`config.mk`:
```
export PLATFORM = sky130hd
export DESIGN_NAME = ssf_top
export DESIGN_NICKNAME = d
export VERILOG_FILES = /design/src/core/ssf_pkg.sv /design/src/core/ssf_cap_if.sv /design/src/core/ssf_top.sv /design/src/core/ssf_capture.sv
export SDC_FILE = /design/constraint.sdc
export NUM_CORES = 1
export LEC_CHECK = 0
export BUFFER_PORTS_ARGS = -buffer_cell sky130_fd_sc_hd__buf_2
export CAP_MARGIN = 10
export CORE_AREA = 10 10 151 97
export DETAILED_ROUTE_END_ITERATION = 10
export DIE_AREA = 0 0 161 107
export GPL_TIMING_DRIVEN = 0
export PLACE_DENSITY = 0.76
export SLEW_MARGIN = 20
export SYNTH_ARGS = -nofsm -noshare
export SYNTH_HDL_FRONTEND = slang
export SYNTH_SLANG_ARGS = --single-unit
```
`constraint.sdc`:
```
create_clock -name clk -period 3.1 [get_ports clk]
set_input_delay 0.155 -clock clk [delete_from_list [all_inputs] [get_ports clk]]
set_output_delay 0.155 -clock clk [all_outputs]
set_load 0.01 [all_outputs]
```
`src/core/ssf_pkg.sv`:
```
package ssf_pkg;

    // ------------------------------------------------------------
    // Register map
    // ------------------------------------------------------------
    localparam logic [7:0]  ADDR_CTRL     = 8'h00;
    localparam logic [7:0]  ADDR_SENSE36  = 8'h04;
    localparam logic [7:0]  ADDR_SENSE7   = 8'h08;
    localparam logic [7:0]  ADDR_STATUS   = 8'h0C;
    localparam logic [31:0] CTRL_RESET    = 32'h0000_0000;

    localparam int CTRL_CACHING  = 0;
    localparam int CTRL_PAG_ADDR = 1;
    localparam int CTRL_DUALPATH = 2;
    localparam int CTRL_DIR_LSB  = 8;
    localparam int CTRL_STOR_LSB = 16;
    localparam int STAT_FROZEN   = 0;
    localparam int STAT_IMPREC   = 1;
    localparam int STAT_COMMFAIL = 2;
    localparam int STAT_SEEK_LSB = 8;
    localparam int STAT_READ_LSB = 12;

    // ------------------------------------------------------------
    // Sense codes
    // ------------------------------------------------------------
    localparam logic [7:0] RESTART_READ  = 8'h06;
    localparam logic [7:0] RESTART_WRITE = 8'h05;
    localparam logic [7:0] BYTE7_SEEK    = 8'h38;
    localparam logic [7:0] DEV_ONEHOT0   = 8'h80;
    localparam logic [7:0] BYTE_ZERO     = 8'h00;

    localparam logic [3:0] FMT_0 = 4'h0;
    localparam logic [3:0] FMT_1 = 4'h1;
    localparam logic [3:0] FMT_2 = 4'h2;
    localparam logic [3:0] FMT_3 = 4'h3;
    localparam logic [3:0] FMT_4 = 4'h4;
    localparam logic [3:0] FMT_5 = 4'h5;
    localparam logic [3:0] FMT_6 = 4'h6;
    localparam logic [3:0] FMT_7 = 4'h7;
    localparam logic [3:0] FMT_8 = 4'h8;
    localparam logic [3:0] FMT_F = 4'hF;
    localparam logic [3:0] MSG_3 = 4'h3;
    localparam logic [3:0] MSG_4 = 4'h4;
    localparam logic [3:0] MSG_7 = 4'h7;
    localparam logic [3:0] MSG_8 = 4'h8;

    localparam int DSK_CNT_W = 3;

endpackage

```
`src/core/ssf_cap_if.sv`:
```
`timescale 1ns/1ps
`default_nettype none
interface ssf_cap_if;
    logic       caching;
    logic       direct_mode;
    logic       op_incomplete;
    logic       seek_stb;
    logic       seek_rej;
    logic [7:0] seek_cyl_hi;
    logic [7:0] seek_cyl_lo;
    logic       seek_service;
    logic [4:0] seek_head;
    logic       hs_stb;
    logic [4:0] hs_head;
    logic       alt_ovf_stb;
    logic [7:0] cyl_hi;
    logic [7:0] cyl_lo;
    logic       service;
    logic [4:0] head_rpt;

    modport drv (output caching, direct_mode, op_incomplete, seek_stb,
                 seek_rej, seek_cyl_hi, seek_cyl_lo, seek_service,
                 seek_head, hs_stb, hs_head, alt_ovf_stb,
                 input cyl_hi, cyl_lo, service, head_rpt);
    modport cap (input caching, direct_mode, op_incomplete, seek_stb,
                 seek_rej, seek_cyl_hi, seek_cyl_lo, seek_service,
                 seek_head, hs_stb, hs_head, alt_ovf_stb,
                 output cyl_hi, cyl_lo, service, head_rpt);
endinterface
`default_nettype wire

```
`src/core/ssf_top.sv`:
```
// Summary of operation
// [RQ1] Paging: byte 3 set only on op incomplete; 06 read, 05 write.
// [RQ2] Caching formats 1,2,6,7,8: byte 3 holds controller identity.
// [RQ3] Caching formats 0,3,4,5,F: byte 3 zero, or residual count if imprecise.
// [RQ4] Paging direct or listed formats: byte 4 one-hot device in bits 0-3.
// [RQ5] Paging address with formats 0,3, F msgs 0-5,8: byte 4 zero.
// [RQ6] Caching byte 4: dual path, zeros, spindle 4-2-1, actuator side.
// [RQ7] Caching byte 4 bit 2 flags permanent path error in format 7 only.
// [RQ8] Caching storage error: byte 4 names device addressed by the chain.
// [RQ9] Format 3 not message 8: byte 5 is captured address high byte.
// [RQ10] Format 6: byte 5 holds comm failure and diskette seek/read counts.
// [RQ11] Seek formats: byte 5 is low cylinder byte of latest seek.
// [RQ12] Paging byte 6: service cylinder, cyl 512, cyl 256, head address.
// [RQ13] Caching byte 6: unused, high cylinder bits 5-7, head address.
// [RQ14] Head switches update only the head bits of byte 6.
// [RQ15] Alternate track during overflow with op incomplete reports head+1.
// [RQ16] Paging direct mode ignores rejected seek head and high cylinder.
// [RQ17] Format 3 not message 8: byte 6 is captured address low byte.
// [RQ18] Format 6: byte 6 holds storage director identity.
// [RQ19] Paging format F messages 3 or 4: byte 6 holds storage identifier.
// [RQ20] Byte 7 holds format in bits 0-3, message in bits 4-7.
// [RQ21] Imprecise flag set on abnormal end for earlier completed command.
// [RQ22] Bytes 3-6 freeze at unit check until host reads them.
`timescale 1ns/1ps
`default_nettype none
module ssf_top
(
    input  wire logic        clk,
    input  wire logic        rst,
    input  wire logic        psel,
    input  wire logic        penable,
    input  wire logic        pwrite,
    input  wire logic [7:0]  paddr,
    input  wire logic [31:0] pwdata,
    output logic      [31:0] prdata,
    output logic             pready,
    output logic             pslverr,
    input  wire logic        unit_check,
    input  wire logic [7:0]  sense_fmt_msg,
    input  wire logic        op_incomplete,
    input  wire logic        op_write,
    input  wire logic        abnormal_end,
    input  wire logic        exc_prev_ccw,
    input  wire logic [7:0]  residual_count,
    input  wire logic [7:0]  controller_id,
    input  wire logic [15:0] iar,
    input  wire logic [1:0]  device_num,
    input  wire logic [2:0]  spindle,
    input  wire logic        actuator_right,
    input  wire logic        perm_path_err,
    input  wire logic        storage_err,
    input  wire logic [2:0]  chain_spindle,
    input  wire logic        chain_actuator_right,
    input  wire logic        seek_stb,
    input  wire logic        seek_rej,
    input  wire logic [7:0]  seek_cyl_hi,
    input  wire logic [7:0]  seek_cyl_lo,
    input  wire logic        seek_service,
    input  wire logic [4:0]  seek_head,
    input  wire logic        hs_stb,
    input  wire logic [4:0]  hs_head,
    input  wire logic        alt_ovf_stb,
    input  wire logic        iml_start,
    input  wire logic        comm_fail_evt,
    input  wire logic        dsk_seek_err,
    input  wire logic        dsk_read_err,
    output logic             sense_pending
);
    localparam int CW = ssf_pkg::DSK_CNT_W;

    logic [31:0]   ctrl;
    logic [7:0]    b3;
    logic [7:0]    b4;
    logic [7:0]    b5;
    logic [7:0]    b6;
    logic [7:0]    b7;
    logic          frozen;
    logic          imprecise;
    logic          comm_fail;
    logic [CW-1:0] dsk_seek_cnt;
    logic [CW-1:0] dsk_read_cnt;

    ssf_cap_if cif();

    ssf_capture u_capture
    (
        .clk (clk),
        .rst (rst),
        .cif (cif)
    );

    // ------------------------------------------------------------
    // Configuration
    // ------------------------------------------------------------
    wire       caching   = ctrl[ssf_pkg::CTRL_CACHING];
    wire       pag_addr  = ctrl[ssf_pkg::CTRL_PAG_ADDR];
    wire       dual_path = ctrl[ssf_pkg::CTRL_DUALPATH];
    wire [7:0] dir_id    = ctrl[ssf_pkg::CTRL_DIR_LSB +: 8];
    wire [7:0] stor_id   = ctrl[ssf_pkg::CTRL_STOR_LSB +: 8];

    assign cif.caching       = caching;
    assign cif.direct_mode   = ~pag_addr;
    assign cif.op_incomplete = op_incomplete;
    assign cif.seek_stb      = seek_stb;
    assign cif.seek_rej      = seek_rej;
    assign cif.seek_cyl_hi   = seek_cyl_hi;
    assign cif.seek_cyl_lo   = seek_cyl_lo;
    assign cif.seek_service  = seek_service;
    assign cif.seek_head     = seek_head;
    assign cif.hs_stb        = hs_stb;
    assign cif.hs_head       = hs_head;
    assign cif.alt_ovf_stb   = alt_ovf_stb;

    // ------------------------------------------------------------
    // Bus decode
    // ------------------------------------------------------------
    wire acc      = psel & penable & ~pready;
    wire done     = psel & penable & pready;
    wire hit_ctrl = paddr == ssf_pkg::ADDR_CTRL;
    wire hit_s36  = paddr == ssf_pkg::ADDR_SENSE36;
    wire hit_s7   = paddr == ssf_pkg::ADDR_SENSE7;
    wire hit_stat = paddr == ssf_pkg::ADDR_STATUS;
    wire mapped   = hit_ctrl | hit_s36 | hit_s7 | hit_stat;
    wire wr_ctrl  = done & pwrite & hit_ctrl;
    wire sense_rd = done & ~pwrite & hit_s36;
    wire take     = unit_check & (~frozen | sense_rd); // RQ22

    wire [31:0] status_word =
        {17'h0, dsk_read_cnt, 1'b0, dsk_seek_cnt, 5'h00,
         comm_fail, imprecise, frozen};
    wire [31:0] rd_mux =
        hit_ctrl ? ctrl :
        hit_s36  ? {b3, b4, b5, b6} :
        hit_s7   ? {24'h0, b7} :
        hit_stat ? status_word : 32'h0000_0000;

    // ------------------------------------------------------------
    // Format decode
    // ------------------------------------------------------------
    wire [3:0] fmt = sense_fmt_msg[7:4]; // RQ20
    wire [3:0] msg = sense_fmt_msg[3:0]; // RQ20

    wire f_ctlid  = fmt == ssf_pkg::FMT_1 || fmt == ssf_pkg::FMT_2 ||
                    fmt == ssf_pkg::FMT_6 || fmt == ssf_pkg::FMT_7 ||
                    fmt == ssf_pkg::FMT_8;
    wire f_resid  = fmt == ssf_pkg::FMT_0 || fmt == ssf_pkg::FMT_3 ||
                    fmt == ssf_pkg::FMT_4 || fmt == ssf_pkg::FMT_5 ||
                    fmt == ssf_pkg::FMT_F;
    wire f_devsel = fmt == ssf_pkg::FMT_1 || fmt == ssf_pkg::FMT_2 ||
                    fmt == ssf_pkg::FMT_4 || fmt == ssf_pkg::FMT_5 ||
                    (fmt == ssf_pkg::FMT_F && msg == ssf_pkg::MSG_7);
    wire f_iar    = fmt == ssf_pkg::FMT_3 && msg != ssf_pkg::MSG_8;
    wire f_dsk    = fmt == ssf_pkg::FMT_6;
    wire f_seek_b = fmt == ssf_pkg::FMT_0 || fmt == ssf_pkg::FMT_1 ||
                    fmt == ssf_pkg::FMT_2 || fmt == ssf_pkg::FMT_4 ||
                    fmt == ssf_pkg::FMT_5 || fmt == ssf_pkg::FMT_F ||
                    sense_fmt_msg == ssf_pkg::BYTE7_SEEK;
    wire f_seek_c = fmt == ssf_pkg::FMT_7 || fmt == ssf_pkg::FMT_8;
    wire f_seek   = f_seek_b | (caching & f_seek_c); // RQ11
    wire f_stor   = ~caching & fmt == ssf_pkg::FMT_F &
                    (msg == ssf_pkg::MSG_3 || msg == ssf_pkg::MSG_4);

    // ------------------------------------------------------------
    // Byte 3
    // ------------------------------------------------------------
    wire [7:0] b3_pag = !op_incomplete ? ssf_pkg::BYTE_ZERO :
                        op_write ? ssf_pkg::RESTART_WRITE :
                        ssf_pkg::RESTART_READ; // RQ1
    wire [7:0] b3_cac = f_ctlid ? controller_id : // RQ2
                        (f_resid && imprecise) ? residual_count :
                        ssf_pkg::BYTE_ZERO; // RQ3
    wire [7:0] next_b3 = caching ? b3_cac : b3_pag;

    // ------------------------------------------------------------
    // Byte 4
    // ------------------------------------------------------------
    wire [7:0] b4_pag = (!pag_addr || f_devsel) ?
                        ssf_pkg::DEV_ONEHOT0 >> device_num : // RQ4
                        ssf_pkg::BYTE_ZERO; // RQ5
    wire [2:0] dev_spin = storage_err ? chain_spindle : spindle; // RQ8
    wire       dev_act  = storage_err ? chain_actuator_right :
                          actuator_right; // RQ8
    wire       perm_bit = perm_path_err & (fmt == ssf_pkg::FMT_7); // RQ7
    wire [7:0] b4_cac = {dual_path, 1'b0, perm_bit, 1'b0,
                         dev_spin, dev_act}; // RQ6
    wire [7:0] next_b4 = caching ? b4_cac : b4_pag;

    // ------------------------------------------------------------
    // Bytes 5 and 6
    // ------------------------------------------------------------
    wire [7:0] dsk_byte = {comm_fail, 1'b0, dsk_seek_cnt,
                           dsk_read_cnt}; // RQ10
    wire [7:0] next_b5 = f_iar  ? iar[15:8] : // RQ9
                         f_dsk  ? dsk_byte :
                         f_seek ? cif.cyl_lo : // RQ11
                         ssf_pkg::BYTE_ZERO;

    wire [7:0] chs_pag = {cif.service, cif.cyl_hi[1:0],
                          cif.head_rpt}; // RQ12
    wire [7:0] chs_cac = {1'b0, cif.cyl_hi[2:0],
                          cif.head_rpt[3:0]}; // RQ13
    wire [7:0] next_b6 = f_iar  ? iar[7:0] : // RQ17
                         f_dsk  ? dir_id : // RQ18
                         f_stor ? stor_id : // RQ19
                         f_seek ? (caching ? chs_cac : chs_pag) :
                         ssf_pkg::BYTE_ZERO;

    // ------------------------------------------------------------
    // Registers
    // ------------------------------------------------------------
    always_ff @(posedge clk)
    begin
        if (rst)
            ctrl <= ssf_pkg::CTRL_RESET;
        else if (wr_ctrl)
            ctrl <= pwdata;
    end

    always_ff @(posedge clk)
    begin
        if (rst)
        begin
            pready  <= 1'b0;
            pslverr <= 1'b0;
            prdata  <= 32'h0000_0000;
        end
        else
        begin
            pready  <= acc;
            pslverr <= acc & ~mapped;
            prdata  <= (acc && !pwrite) ? rd_mux : 32'h0000_0000;
        end
    end

    // Snapshot at unit check, held until the host reads it
    always_ff @(posedge clk)
    begin
        if (rst)
        begin
            b3 <= 8'h00;
            b4 <= 8'h00;
            b5 <= 8'h00;
            b6 <= 8'h00;
            b7 <= 8'h00;
        end
        else if (take) // RQ22
        begin
            b3 <= next_b3;
            b4 <= next_b4;
            b5 <= next_b5;
            b6 <= next_b6;
            b7 <= sense_fmt_msg; // RQ20
        end
    end

    always_ff @(posedge clk)
    begin
        if (rst)
            frozen <= 1'b0;
        else if (unit_check)
            frozen <= 1'b1; // RQ22
        else if (sense_rd)
            frozen <= 1'b0;
    end

    always_ff @(posedge clk)
    begin
        if (rst)
            imprecise <= 1'b0;
        else if (abnormal_end && exc_prev_ccw)
            imprecise <= 1'b1; // RQ21
        else if (sense_rd)
            imprecise <= 1'b0;
    end

    // Diskette statistics since the last initial_microcode_load
    always_ff @(posedge clk)
    begin
        if (rst)
        begin
            comm_fail    <= 1'b0;
            dsk_seek_cnt <= '0;
            dsk_read_cnt <= '0;
        end
        else
        begin
            if (comm_fail_evt)
                comm_fail <= 1'b1;
            else if (iml_start)
                comm_fail <= 1'b0;
            if (iml_start)
                dsk_seek_cnt <= '0;
            else if (dsk_seek_err && dsk_seek_cnt != '1)
                dsk_seek_cnt <= dsk_seek_cnt + 1'b1; // RQ10
            if (iml_start)
                dsk_read_cnt <= '0;
            else if (dsk_read_err && dsk_read_cnt != '1)
                dsk_read_cnt <= dsk_read_cnt + 1'b1; // RQ10
        end
    end

    always_ff @(posedge clk)
    begin
        if (rst)
            sense_pending <= 1'b0;
        else
            sense_pending <= (frozen & ~sense_rd) | unit_check;
    end

    // ------------------------------------------------------------
    // Checks
    // ------------------------------------------------------------
    property p_restart;
        @(posedge clk) disable iff (rst)
        (take && !caching && op_incomplete) |=>
            b3 == ($past(op_write) ? ssf_pkg::RESTART_WRITE :
                   ssf_pkg::RESTART_READ);
    endproperty
    a_restart: assert property (p_restart) // RQ1
        else $error("restart code wrong");

    property p_ctl_id;
        @(posedge clk) disable iff (rst)
        (take && caching && f_ctlid) |=> b3 == $past(controller_id);
    endproperty
    a_ctl_id: assert property (p_ctl_id) // RQ2
        else $error("controller identity not reported");

    property p_resid;
        @(posedge clk) disable iff (rst)
        (take && caching && f_resid) |=>
            b3 == ($past(imprecise) ? $past(residual_count) : 8'h00);
    endproperty
    a_resid: assert property (p_resid) // RQ3
        else $error("residual count byte wrong");

    property p_onehot;
        @(posedge clk) disable iff (rst)
        (take && !caching && !pag_addr) |=>
            $onehot(b4[7:4]) && b4[3:0] == 4'h0;
    endproperty
    a_onehot: assert property (p_onehot) // RQ4
        else $error("device byte not one-hot");

    property p_pag_zero;
        @(posedge clk) disable iff (rst)
        (take && !caching && pag_addr &&
         (fmt == ssf_pkg::FMT_0 || fmt == ssf_pkg::FMT_3)) |=> b4 == 8'h00;
    endproperty
    a_pag_zero: assert property (p_pag_zero) // RQ5
        else $error("paging device byte not zero");

    property p_perm;
        @(posedge clk) disable iff (rst)
        (take && caching && fmt != ssf_pkg::FMT_7) |=> !b4[5];
    endproperty
    a_perm: assert property (p_perm) // RQ7
        else $error("path error bit outside format 7");

    property p_iar;
        @(posedge clk) disable iff (rst)
        (take && f_iar) |=> {b5, b6} == $past(iar);
    endproperty
    a_iar: assert property (p_iar) // RQ9
        else $error("instruction address not captured");

    property p_freeze;
        @(posedge clk) disable iff (rst)
        (frozen && !take) |=> $stable({b3, b4, b5, b6});
    endproperty
    a_freeze: assert property (p_freeze) // RQ22
        else $error("frozen sense bytes changed");

    property p_imprec;
        @(posedge clk) disable iff (rst)
        (abnormal_end && exc_prev_ccw) |=> imprecise;
    endproperty
    a_imprec: assert property (p_imprec) // RQ21
        else $error("imprecise flag not held");
endmodule
`default_nettype wire

```
`src/core/ssf_capture.sv`:
```
`timescale 1ns/1ps
`default_nettype none
module ssf_capture
(
    input  wire logic clk,
    input  wire logic rst,
    ssf_cap_if.cap    cif
);
    logic [7:0] cyl_hi;
    logic [7:0] cyl_lo;
    logic       service;
    logic [4:0] head;
    logic       alt_hit;

    // ------------------------------------------------------------
    // Seek and head tracking
    // ------------------------------------------------------------
    wire keep_old = cif.seek_rej & cif.direct_mode & ~cif.caching; // RQ16

    always_ff @(posedge clk)
    begin
        if (rst)
        begin
            cyl_hi  <= 8'h00;
            cyl_lo  <= 8'h00;
            service <= 1'b0;
            head    <= 5'h00;
        end
        else if (cif.seek_stb)
        begin
            cyl_lo <= cif.seek_cyl_lo;
            if (!keep_old) // RQ16
            begin
                cyl_hi  <= cif.seek_cyl_hi;
                service <= cif.seek_service;
                head    <= cif.seek_head;
            end
        end
        else if (cif.hs_stb)
        begin
            head <= cif.hs_head; // RQ14
        end
    end

    always_ff @(posedge clk)
    begin
        if (rst)
            alt_hit <= 1'b0;
        else if (cif.alt_ovf_stb)
            alt_hit <= 1'b1;
        else if (cif.seek_stb || cif.hs_stb)
            alt_hit <= 1'b0;
    end

    assign cif.cyl_hi   = cyl_hi;
    assign cif.cyl_lo   = cyl_lo;
    assign cif.service  = service;
    // Defective track head plus one
    assign cif.head_rpt = head + {4'h0, alt_hit & cif.op_incomplete}; // RQ15

    // ------------------------------------------------------------
    // Checks
    // ------------------------------------------------------------
    property p_hs_head_only;
        @(posedge clk) disable iff (rst)
        (cif.hs_stb && !cif.seek_stb) |=>
            $stable(cyl_hi) && $stable(service) && head == $past(cif.hs_head);
    endproperty
    a_hs_head_only: assert property (p_hs_head_only) // RQ14
        else $error("head switch touched cylinder fields");

    property p_rej_direct;
        @(posedge clk) disable iff (rst)
        (cif.seek_stb && keep_old) |=> $stable(head) && $stable(cyl_hi);
    endproperty
    a_rej_direct: assert property (p_rej_direct) // RQ16
        else $error("rejected direct seek updated head or cylinder");

    property p_alt_plus1;
        @(posedge clk) disable iff (rst)
        (cif.alt_ovf_stb && !cif.seek_stb && !cif.hs_stb) ##1
            cif.op_incomplete |-> cif.head_rpt == head + 5'h01;
    endproperty
    a_alt_plus1: assert property (p_alt_plus1) // RQ15
        else $error("alternate track head not advanced by one");
endmodule
`default_nettype wire

```
==> results of run 1 <==
-- layout by cell type (no fill, tap or decap), drive strengths merged, types with 11 or more instances in the layout --
cell | Yosys | routed
nand3 | 13 | 13
mux2 | 12 | 12
a21oi | 58 | 58
nor2 | 94 | 94
a22oi | 31 | 31
dlygate4sd3 | 0 | 42
a211oi | 11 | 11
nand3b | 16 | 16
clkbuf | 27 | 49
dfxtp | 134 | 134
mux2i | 28 | 28
nand2 | 93 | 93
buf | 24 | 185
-- cells by family (layout without fill, tap and decap cells) --
family                   Yosys count  count (layout)  synth area share (%)
other                              0               1                     0
adder cells (fa/ha/maj)            6               6                 1.280
multiplexers                      43              43                 8.237
XOR/XNOR                           6               6                0.8963
AND/OR/NAND/NOR                  261             261                 20.61
AO/OA/AOI/OAI                    157             157                 19.23
flip-flops                       134             134                 45.75
buffers and inverters             56             291                 3.991
-- final cells by class --
type,count,area share [%]
diodes,1,0.03151
well taps,165,2.600
clock inverters,10,2.127
plain buffers,51,2.710
clock buffers,22,5.971
inverters,5,0.2363
multi-input cells,473,37.10
flip-flops and latches,134,33.78
repair buffers,203,15.44
-- metrics by stage --
stage / std cells / instance area [µm²] / utilization, %
after floorplan: 663 / 5863 / -
after global placement: 989 / 6875 / 57.93
after detailed placement: 989 / 6875 / 57.93
after CTS: 1063 / 7939 / 66.89
after global routing: 1063 / 7939 / 66.89
final: 1064 / 7941 / 66.91
-- worst paths after layout --
kind,slack [ns],end,depth (start not counted),start
setup / recovery,0.90,b3[2]$_SDFFE_PP0P_,8,unit_check
hold / removal,0.004,u_capture.cif.cyl_lo[0]$_SDFFE_PP0P_,3,seek_cyl_lo[0]
setup reg to reg,0.90,b3[2]$_SDFFE_PP0P_,6,pready$_SDFF_PP0_
hold reg to reg,0.46,b7[3]$_SDFFE_PP0P_,2,b7[3]$_SDFFE_PP0P_
-- layer usage --
metal	vias up	part of all wire [%]	GRT usage (%)
met1	2935	43	33.00
li1	2825	-	-
met4	0	1.2	5.433
met3	34	12	8.480
met2	396	44	37.85
met5	-	0	0
-- power by group through the flow --
stage	combinational, mW	clock [mW]	sequential, mW
detailed placement	0.368	0	1.83
finish	0.425	2.19	1.80
global route	0.456	2.27	1.80
floorplan	0.206	0	1.82
CTS	0.415	2.18	1.80
global placement	0.359	0	1.83
-- worst max-delay path: stages --
cell	delay, ns
dlygate4sd3_1	0.56
buf_2	0.14
nor2b_1	0.14
a41oi_1	0.37
buf_2	0.34
clkbuf_1	0.50
nand3b_1	0.19
o41ai_1	0.11
-- timing repair --
action	in CTS	in global routing
endpoints found under the hold margin	41	0
hold buffers	42	0
buffers inserted	0	0
-- registers in the layout, indices dropped and copies added (netlist names), 3 cells and up --
name / count
ctrl: 32
prdata: 32
b3: 8
b4: 8
b5: 8
b6: 8
b7: 8
u_capture.cif.cyl_lo: 8
u_capture.head: 5
dsk_read_cnt: 3
dsk_seek_cnt: 3
u_capture.cif.cyl_hi: 3
==> metrics.md, run 1 <==
| Metric | Value |
|---|---|
| CTS max path bufs | `2` |
| Maximum ir drop on the vdd rail | `0.4122 mV` |
| Number of warnings printed during yosys synthesis | `0` |
| Number of clock sinks seen by CTS | `around 130` |
| First drt pass iteration count | `8` |
| Synth cell count leaders | `134 x dfxtp_1, 94 x nor2_1, 93 x nand2_1` |
| Overall via count from detail_route | `about 6200` |
| Total area of multi-input combinational cells | `2947 µm²` |
| Minimum clock period after layout | `2.200 ns` |
| Maximum frequency from static timing analysis | `454.5 MHz` |
| Type of element capturing the critical path | `flop` |
| Vertical die dimension | `around 110 µm` |
| Tightest slew margin relative to the limit | `~44%` |
| DIE WIDTH | `around 160 µm` |
| Kind of path behind the tightest hold check | `input pin to flop` |
| Required arrival time at the worst endpoint | `3.41 ns` |
| Result of the run | `complete, no violations` |
| Primary flip-flop cell chosen by synthesis mapping | `dfxtp_1` |
| Total design power | `4.410 mW` |
| Area of the core region | `11870 µm²` |
| Number of antenna violations at the first check in global routing | `0` |
| Clock network power share | `49.6%` |
| Final number of hold-violating endpoints | `0` |
| CP Launch Type | `input pin` |
| Number of nets in the final layout | `~1000` |
| Share of async-settable or async-resettable flops after synthesis | `0%` |
| RSZ-0062 raised after global routing | `no` |
| Maximum fanout count along the critical path | `10` |
| Area share of the largest cell type after synthesis | `45.75%` |
| Total of max-cap violations | `0` |
| Worst slack at placement | `about 0.71 ns` |
| Final-report setup violation count | `0` |
| Period utilisation layout | `70.97%` |
| Detail-routed via count per cell | `5.818` |
| CTS buffer count | `17` |
| Count leader, synth | `dfxtp_1` |
| Final-layout fill cell count | `990` |
| Final hold slack | `0.004171 ns` |
| Area of the mapped netlist | `5863 µm²` |
| Worst Setup Slack, final | `0.8999 ns` |
| Slew at the pin with the worst max-slew slack | `0.8439 ns` |
| Port Buffer Count | `161` |
| Critical path class | `input pin to flop` |
| Post-synthesis cell type with the largest combined area | `dfxtp_1` |
| Post-synthesis net count | `806` |
| Final max-slew violation count | `0` |
| Skew-Pair Late Insertion Delay | `about 0.42 ns` |
| Number of distinct standard cells referenced by the synthesized netlist | `58` |
| Synth area leaders | `dfxtp_1 46%, nor2_1 6.0%, nand2_1 6.0%` |
| Number of violations reported at the end of detailed-routing iteration 0 | `just over 800` |
| Total gr overflow | `0` |
| Cell count after synthesis | `about 660` |
| Number of global-route vias before repair | `approximately 6100` |
| TritonCTS clock tree | `yes` |
| Ports placed on the boundary | `172` |
| Data arrival at the endpoint of the critical path | `2.51 ns` |
| Initial standard-cell utilization of the core | `49.40%` |
| Net Sw Power | `slightly above 1 mW` |
| Synthesis-to-finish area growth | `35.45%` |
| CTS HTree Levels | `4` |
| Total GRT Usage | `24.71%` |
| Clock root buffer | `clkbuf_16` |
| Sequential Power Share | `40.8%` |
| Clock edge transition at the registers on the reported setup and hold paths | `0.06 ns` |
| Leak | `roughly 3.3 nW` |
| Wire length per cell | `20.79 µm` |
| Internal Dissipation | `3.378 mW` |
| Detail Route Antenna Nets | `0` |
| Area enclosed by the die boundary | `17230 µm²` |
| Mean area per synthesized cell | `8.843 µm²` |
| Sequential cell area fraction in the yosys report | `45.75%` |
| Storage cell area | `2683 µm²` |
| Combinational cell fraction of total power | `9.6%` |
| Final worst clock skew | `0.006950 ns` |
| Largest net degree at the start of global routing | `17` |
| Wire length of the first global-routing pass | `approximately 34 mm` |
| Post-Route Setup TNS | `0 ns` |
| Resize count post-CTS | `0` |
| Row count | `31` |
| WL final | `22.12 mm` |
| Synth Register Bits | `134` |
| Power density normalized to cell area | `555.3 nW/µm²` |
| Switching Fraction | `a little under a quarter` |
| DRC violations left | `0` |
| DP Wirelength | `16.73 mm` |
| Layout cell share with drive strength beyond 1 | `26.61%` |
| EDFF count, synth | `0` |
| Routability congestion estimate | `0.9606` |
Power figures use the tool's default switching activity.
==> inputs of run 2 (changes only) <==
- ABC_AREA: default -> 1
- CORE_AREA: 10 10 151 97 -> 10 10 155 100
- DIE_AREA: 0 0 161 107 -> 0 0 165 110
- PLACE_DENSITY: 0.76 -> 0.75
- clock period: 3.1 -> 2 ns (I/O delays scaled with it)
==> run 2 against run 1 <==
Clock skew is 0.0021 ns higher. Synthesized cell count grew 22%. Cell count up 17%. Critical path depth is 3 higher. Final area increased by 3.2%. Clock power is 36% higher. Combinational power rose by 60%. Flip-flop and latch count stayed put. Area after synthesis fell by 0.30%. Routed wire length increased by 0.64%. Critical path type unchanged. Critical endpoint is now b5[0]$_SDFFE_PP0P_. Largest power group unchanged.
==> metrics.md, run 2 <==
| Metric | Value |
|---|---|
| Destination of the worst hold path | `b7[7]$_SDFFE_PP0P_` |
| Most common cell on crit path | `nand2_1` |
| EDFF count, synth | `0` |
| Total GRT Usage | `24.40%` |
| Number of placed cells counting well taps | `1141` |
| Mean area per synthesized cell | `7.253 µm²` |
| CP Buf/Inv Count | `4` |
| Type of element capturing the critical path | `flop` |
| Maximum fanout count along the critical path | `10` |
| Power density normalized to cell area | `788.3 nW/µm²` |
| CP Launch Type | `input pin` |
| Number of warnings printed during yosys synthesis | `0` |
| Required arrival time at the worst endpoint | `2.30 ns` |
| Leak | `about 3.7 nW` |
| Vertical die dimension | `110 µm` |
| Routability congestion estimate | `1.003` |
| Kind of path behind the tightest hold check | `input pin to flop` |
| Area enclosed by the die boundary | `18150 µm²` |
| Origin of the critical flop-to-flop path | `ctrl[0]$_SDFFE_PP0P_` |
| Detail Route Antenna Nets | `0` |
| Number of nets in the final layout | `1208` |
| DIE WIDTH | `approximately 170 µm` |
| Period utilisation layout | `between 90% and 100%` |
| Final hold slack | `around 0.0067 ns` |
| Origin of the worst min-delay path | `sense_fmt_msg[7]` |
| CTS buffer count | `17` |
| Count leader, synth | `nand2_1` |
| Data arrival at the endpoint of the critical path | `2.16 ns` |
| Maximum frequency from static timing analysis | `536.7 MHz` |
| Clock network power share | `a little under half` |
| Final max-slew violation count | `0` |
| Synth Register Bits | `134` |
| Largest net degree at the start of global routing | `17` |
| Critical Path, Cell by Cell | `dlygate4sd3_1, buf_2, nand2_1, inv_1, nand2_1, nand3_1, nor2_1, nand2_2, buf_4, a22oi_1, a21oi_1` |
| Tightest slew margin relative to the limit | `55.39%` |
| Overall via count from detail_route | `6673` |
| Number of antenna violations at the first check in global routing | `2` |
| Internal Dissipation | `between 4 and 5 mW` |
| TritonCTS clock tree | `yes` |
| Delay contributed by the slowest stage of the critical path | `~0.53 ns` |
| Cell count of the worst hold path | `3` |
| Final-layout fill cell count | `1137` |
| Combinational cell fraction of total power | `10.5%` |
| Result of the run | `complete, no violations` |
| Ports placed on the boundary | `172` |
| Clock edge transition at the registers on the reported setup and hold paths | `0.06 ns` |
| Master of the slowest instance on the critical path | `dlygate4sd3_1` |
| First drt pass iteration count | `7` |
| CTS Hold Buffers Added | `75` |
| Commonest cells after routing, fill and taps aside | `176 x buf_2, 149 x nand2_1, 134 x dfxtp_1` |
| Wire length per cell | `17.82 µm` |
| Share of async-settable or async-resettable flops after synthesis | `0%` |
| Area share of the largest cell type after synthesis | `45.89%` |
| Storage cell area | `approximately 2700 µm²` |
| Total gr overflow | `0` |
| Detail-routed via count per cell | `5.343` |
| Count of non-filler cells in the finished layout | `roughly 1200` |
| Wire length of the first global-routing pass | `34.51 mm` |
| Synth area leaders | `dfxtp_1 46%, nand2_1 9.6%, o21ai_0 8.2%` |
| CTS HTree Levels | `4` |
| Number of global-route vias before repair | `6412` |
| Synth cell count leaders | `149 x nand2_1, 134 x dfxtp_1, 114 x nor2_1` |
| Total area of multi-input combinational cells | `2725 µm²` |
| Clock root buffer | `clkbuf_16` |
| Biggest registers after layout | `ctrl x32, prdata x32` |
| RSZ-0062 raised after global routing | `no` |
| Net Sw Power | `1.683 mW` |
| Postcts setup bufs | `0` |
| Cell count after synthesis | `806` |
| Area of the mapped netlist | `just under 6000 µm²` |
| Total of max-cap violations | `0` |
| Switching Fraction | `26.06%` |
| Post-synthesis net count | `949` |
| Skew-Pair Late Insertion Delay | `0.43 ns` |
| Register-to-register setup slack | `0.20 ns` |
| Number of distinct standard cells referenced by the synthesized netlist | `33` |
| Gate family responsible for the most delay along the worst path | `buffers and inverters` |
| WL final | `22.26 mm` |
| DRC violations left | `0` |
| Final-report setup violation count | `0` |
| Post-Route Setup TNS | `0 ns` |
| Row count | `32` |
| Number of violations reported at the end of detailed-routing iteration 0 | `765` |
| DP Wirelength | `16.40 mm` |
| Critical path class | `input pin to flop` |
| Minimum clock period after layout | `1.863 ns` |
| Sequential Power Share | `a little over two fifths` |
| Maximum ir drop on the vdd rail | `0.6106 mV` |
| Final worst clock skew | `0.009075 ns` |
| Slew at the pin with the worst max-slew slack | `0.6640 ns` |
| Area of the core region | `12570 µm²` |
| Initial standard-cell utilization of the core | `a little under half` |
| Layout cell share with drive strength beyond 1 | `21.61%` |
| Commonest non-fill, non-tap cell in the layout | `buf_2` |
| Logic depth of the worst register-to-register path | `8` |
| CTS max path bufs | `2` |
| Synthesis-to-finish area growth | `40.18%` |
| Endpoint of the lowest-slack register-to-register path | `b6[4]$_SDFFE_PP0P_` |
| Primary flip-flop cell chosen by synthesis mapping | `dfxtp_1` |
| Final number of hold-violating endpoints | `0` |
| Post-synthesis cell type with the largest combined area | `dfxtp_1` |
| Sequential cell area fraction in the yosys report | `between 40 and 50%` |
| Port Buffer Count | `165` |
| Number of clock sinks seen by CTS | `134` |
| Resize count post-CTS | `0` |
-- run 2: layout make-up --
| class | count | share of cell area (%) |
|---|---|---|
| antenna | 1 | 0.03054 |
| buffer | 41 | 2.367 |
| clock buffer | 18 | 5.237 |
| clock inverter | 14 | 1.557 |
| inverter | 65 | 2.978 |
| multi-input combinational | 566 | 33.26 |
| sequential | 134 | 32.74 |
| tap | 170 | 2.596 |
| timing repair buffer | 240 | 19.24 |
-- run 2: routing by layer --
layer | track usage (%) | share of wire (%)
met5 | 0 | 0.13
met4 | 5.919 | 1.2
met3 | 8.775 | 13
met2 | 34.28 | 40
met1 | 34.64 | 45
-- run 2: kinds of logic (layout without fill, tap and decap cells) --
logic type | Yosys count | count (layout) | synth area share, %
buf+inv | 106 | 378 | 7.491
xor+xnor | 2 | 2 | 0.2997
fa+ha+maj | 6 | 6 | 1.284
mux | 4 | 4 | 0.7705
flops | 134 | 134 | 45.89
simple gates | 343 | 343 | 25.13
compound gates | 211 | 211 | 19.14
other cells | 0 | 1 | 0
-- run 2: power by group through the flow --
stage	Clock [mW]	Combinational, mW	Sequential [mW]
after floorplan	0	0.288	2.84
after global placement	0	0.532	2.85
after detailed placement	0	0.540	2.85
after CTS	2.98	0.658	2.80
after global routing	3.10	0.746	2.80
final	2.98	0.680	2.80
-- run 2: worst reg2reg max path: stages (launching register included) --
cell and delay (ns):
dfxtp_1 0.33, clkbuf_1 0.46, nand2_1 0.18, nand2_2 0.16
buf_4 0.20, nand3_1 0.09, nand4_1 0.11, nand2_1 0.08
a21oi_1 0.11
-- run 2: metrics by stage --
stage	utilization (%)	worst slack (ns)	instance area, µm²	power (mW)
floorplan	-	0.6016	5846	3.126
global placement	54.76	0.06117	6884	3.384
detailed placement	54.76	0.02612	6884	3.394
CTS	65.16	0.2210	8192	6.436
global route	65.16	0.03657	8192	6.652
finish	65.18	0.1366	8194	6.459
-- run 2: worst max-delay path by stage --
stage / startpoint / to / slack, ns / cells after the start
floorplan: u_capture.alt_hit$_SDFFE_PP0P_ / b6[4]$_SDFFE_PP0P_ / 0.60 / 12
global placement: paddr[1] / ctrl[27]$_SDFFE_PP0P_ / 0.06 / 8
detailed placement: paddr[1] / ctrl[27]$_SDFFE_PP0P_ / 0.03 / 8
CTS: sense_fmt_msg[5] / b5[0]$_SDFFE_PP0P_ / 0.22 / 11
global route: sense_fmt_msg[5] / b5[0]$_SDFFE_PP0P_ / 0.04 / 11
finish: sense_fmt_msg[5] / b5[0]$_SDFFE_PP0P_ / 0.14 / 11
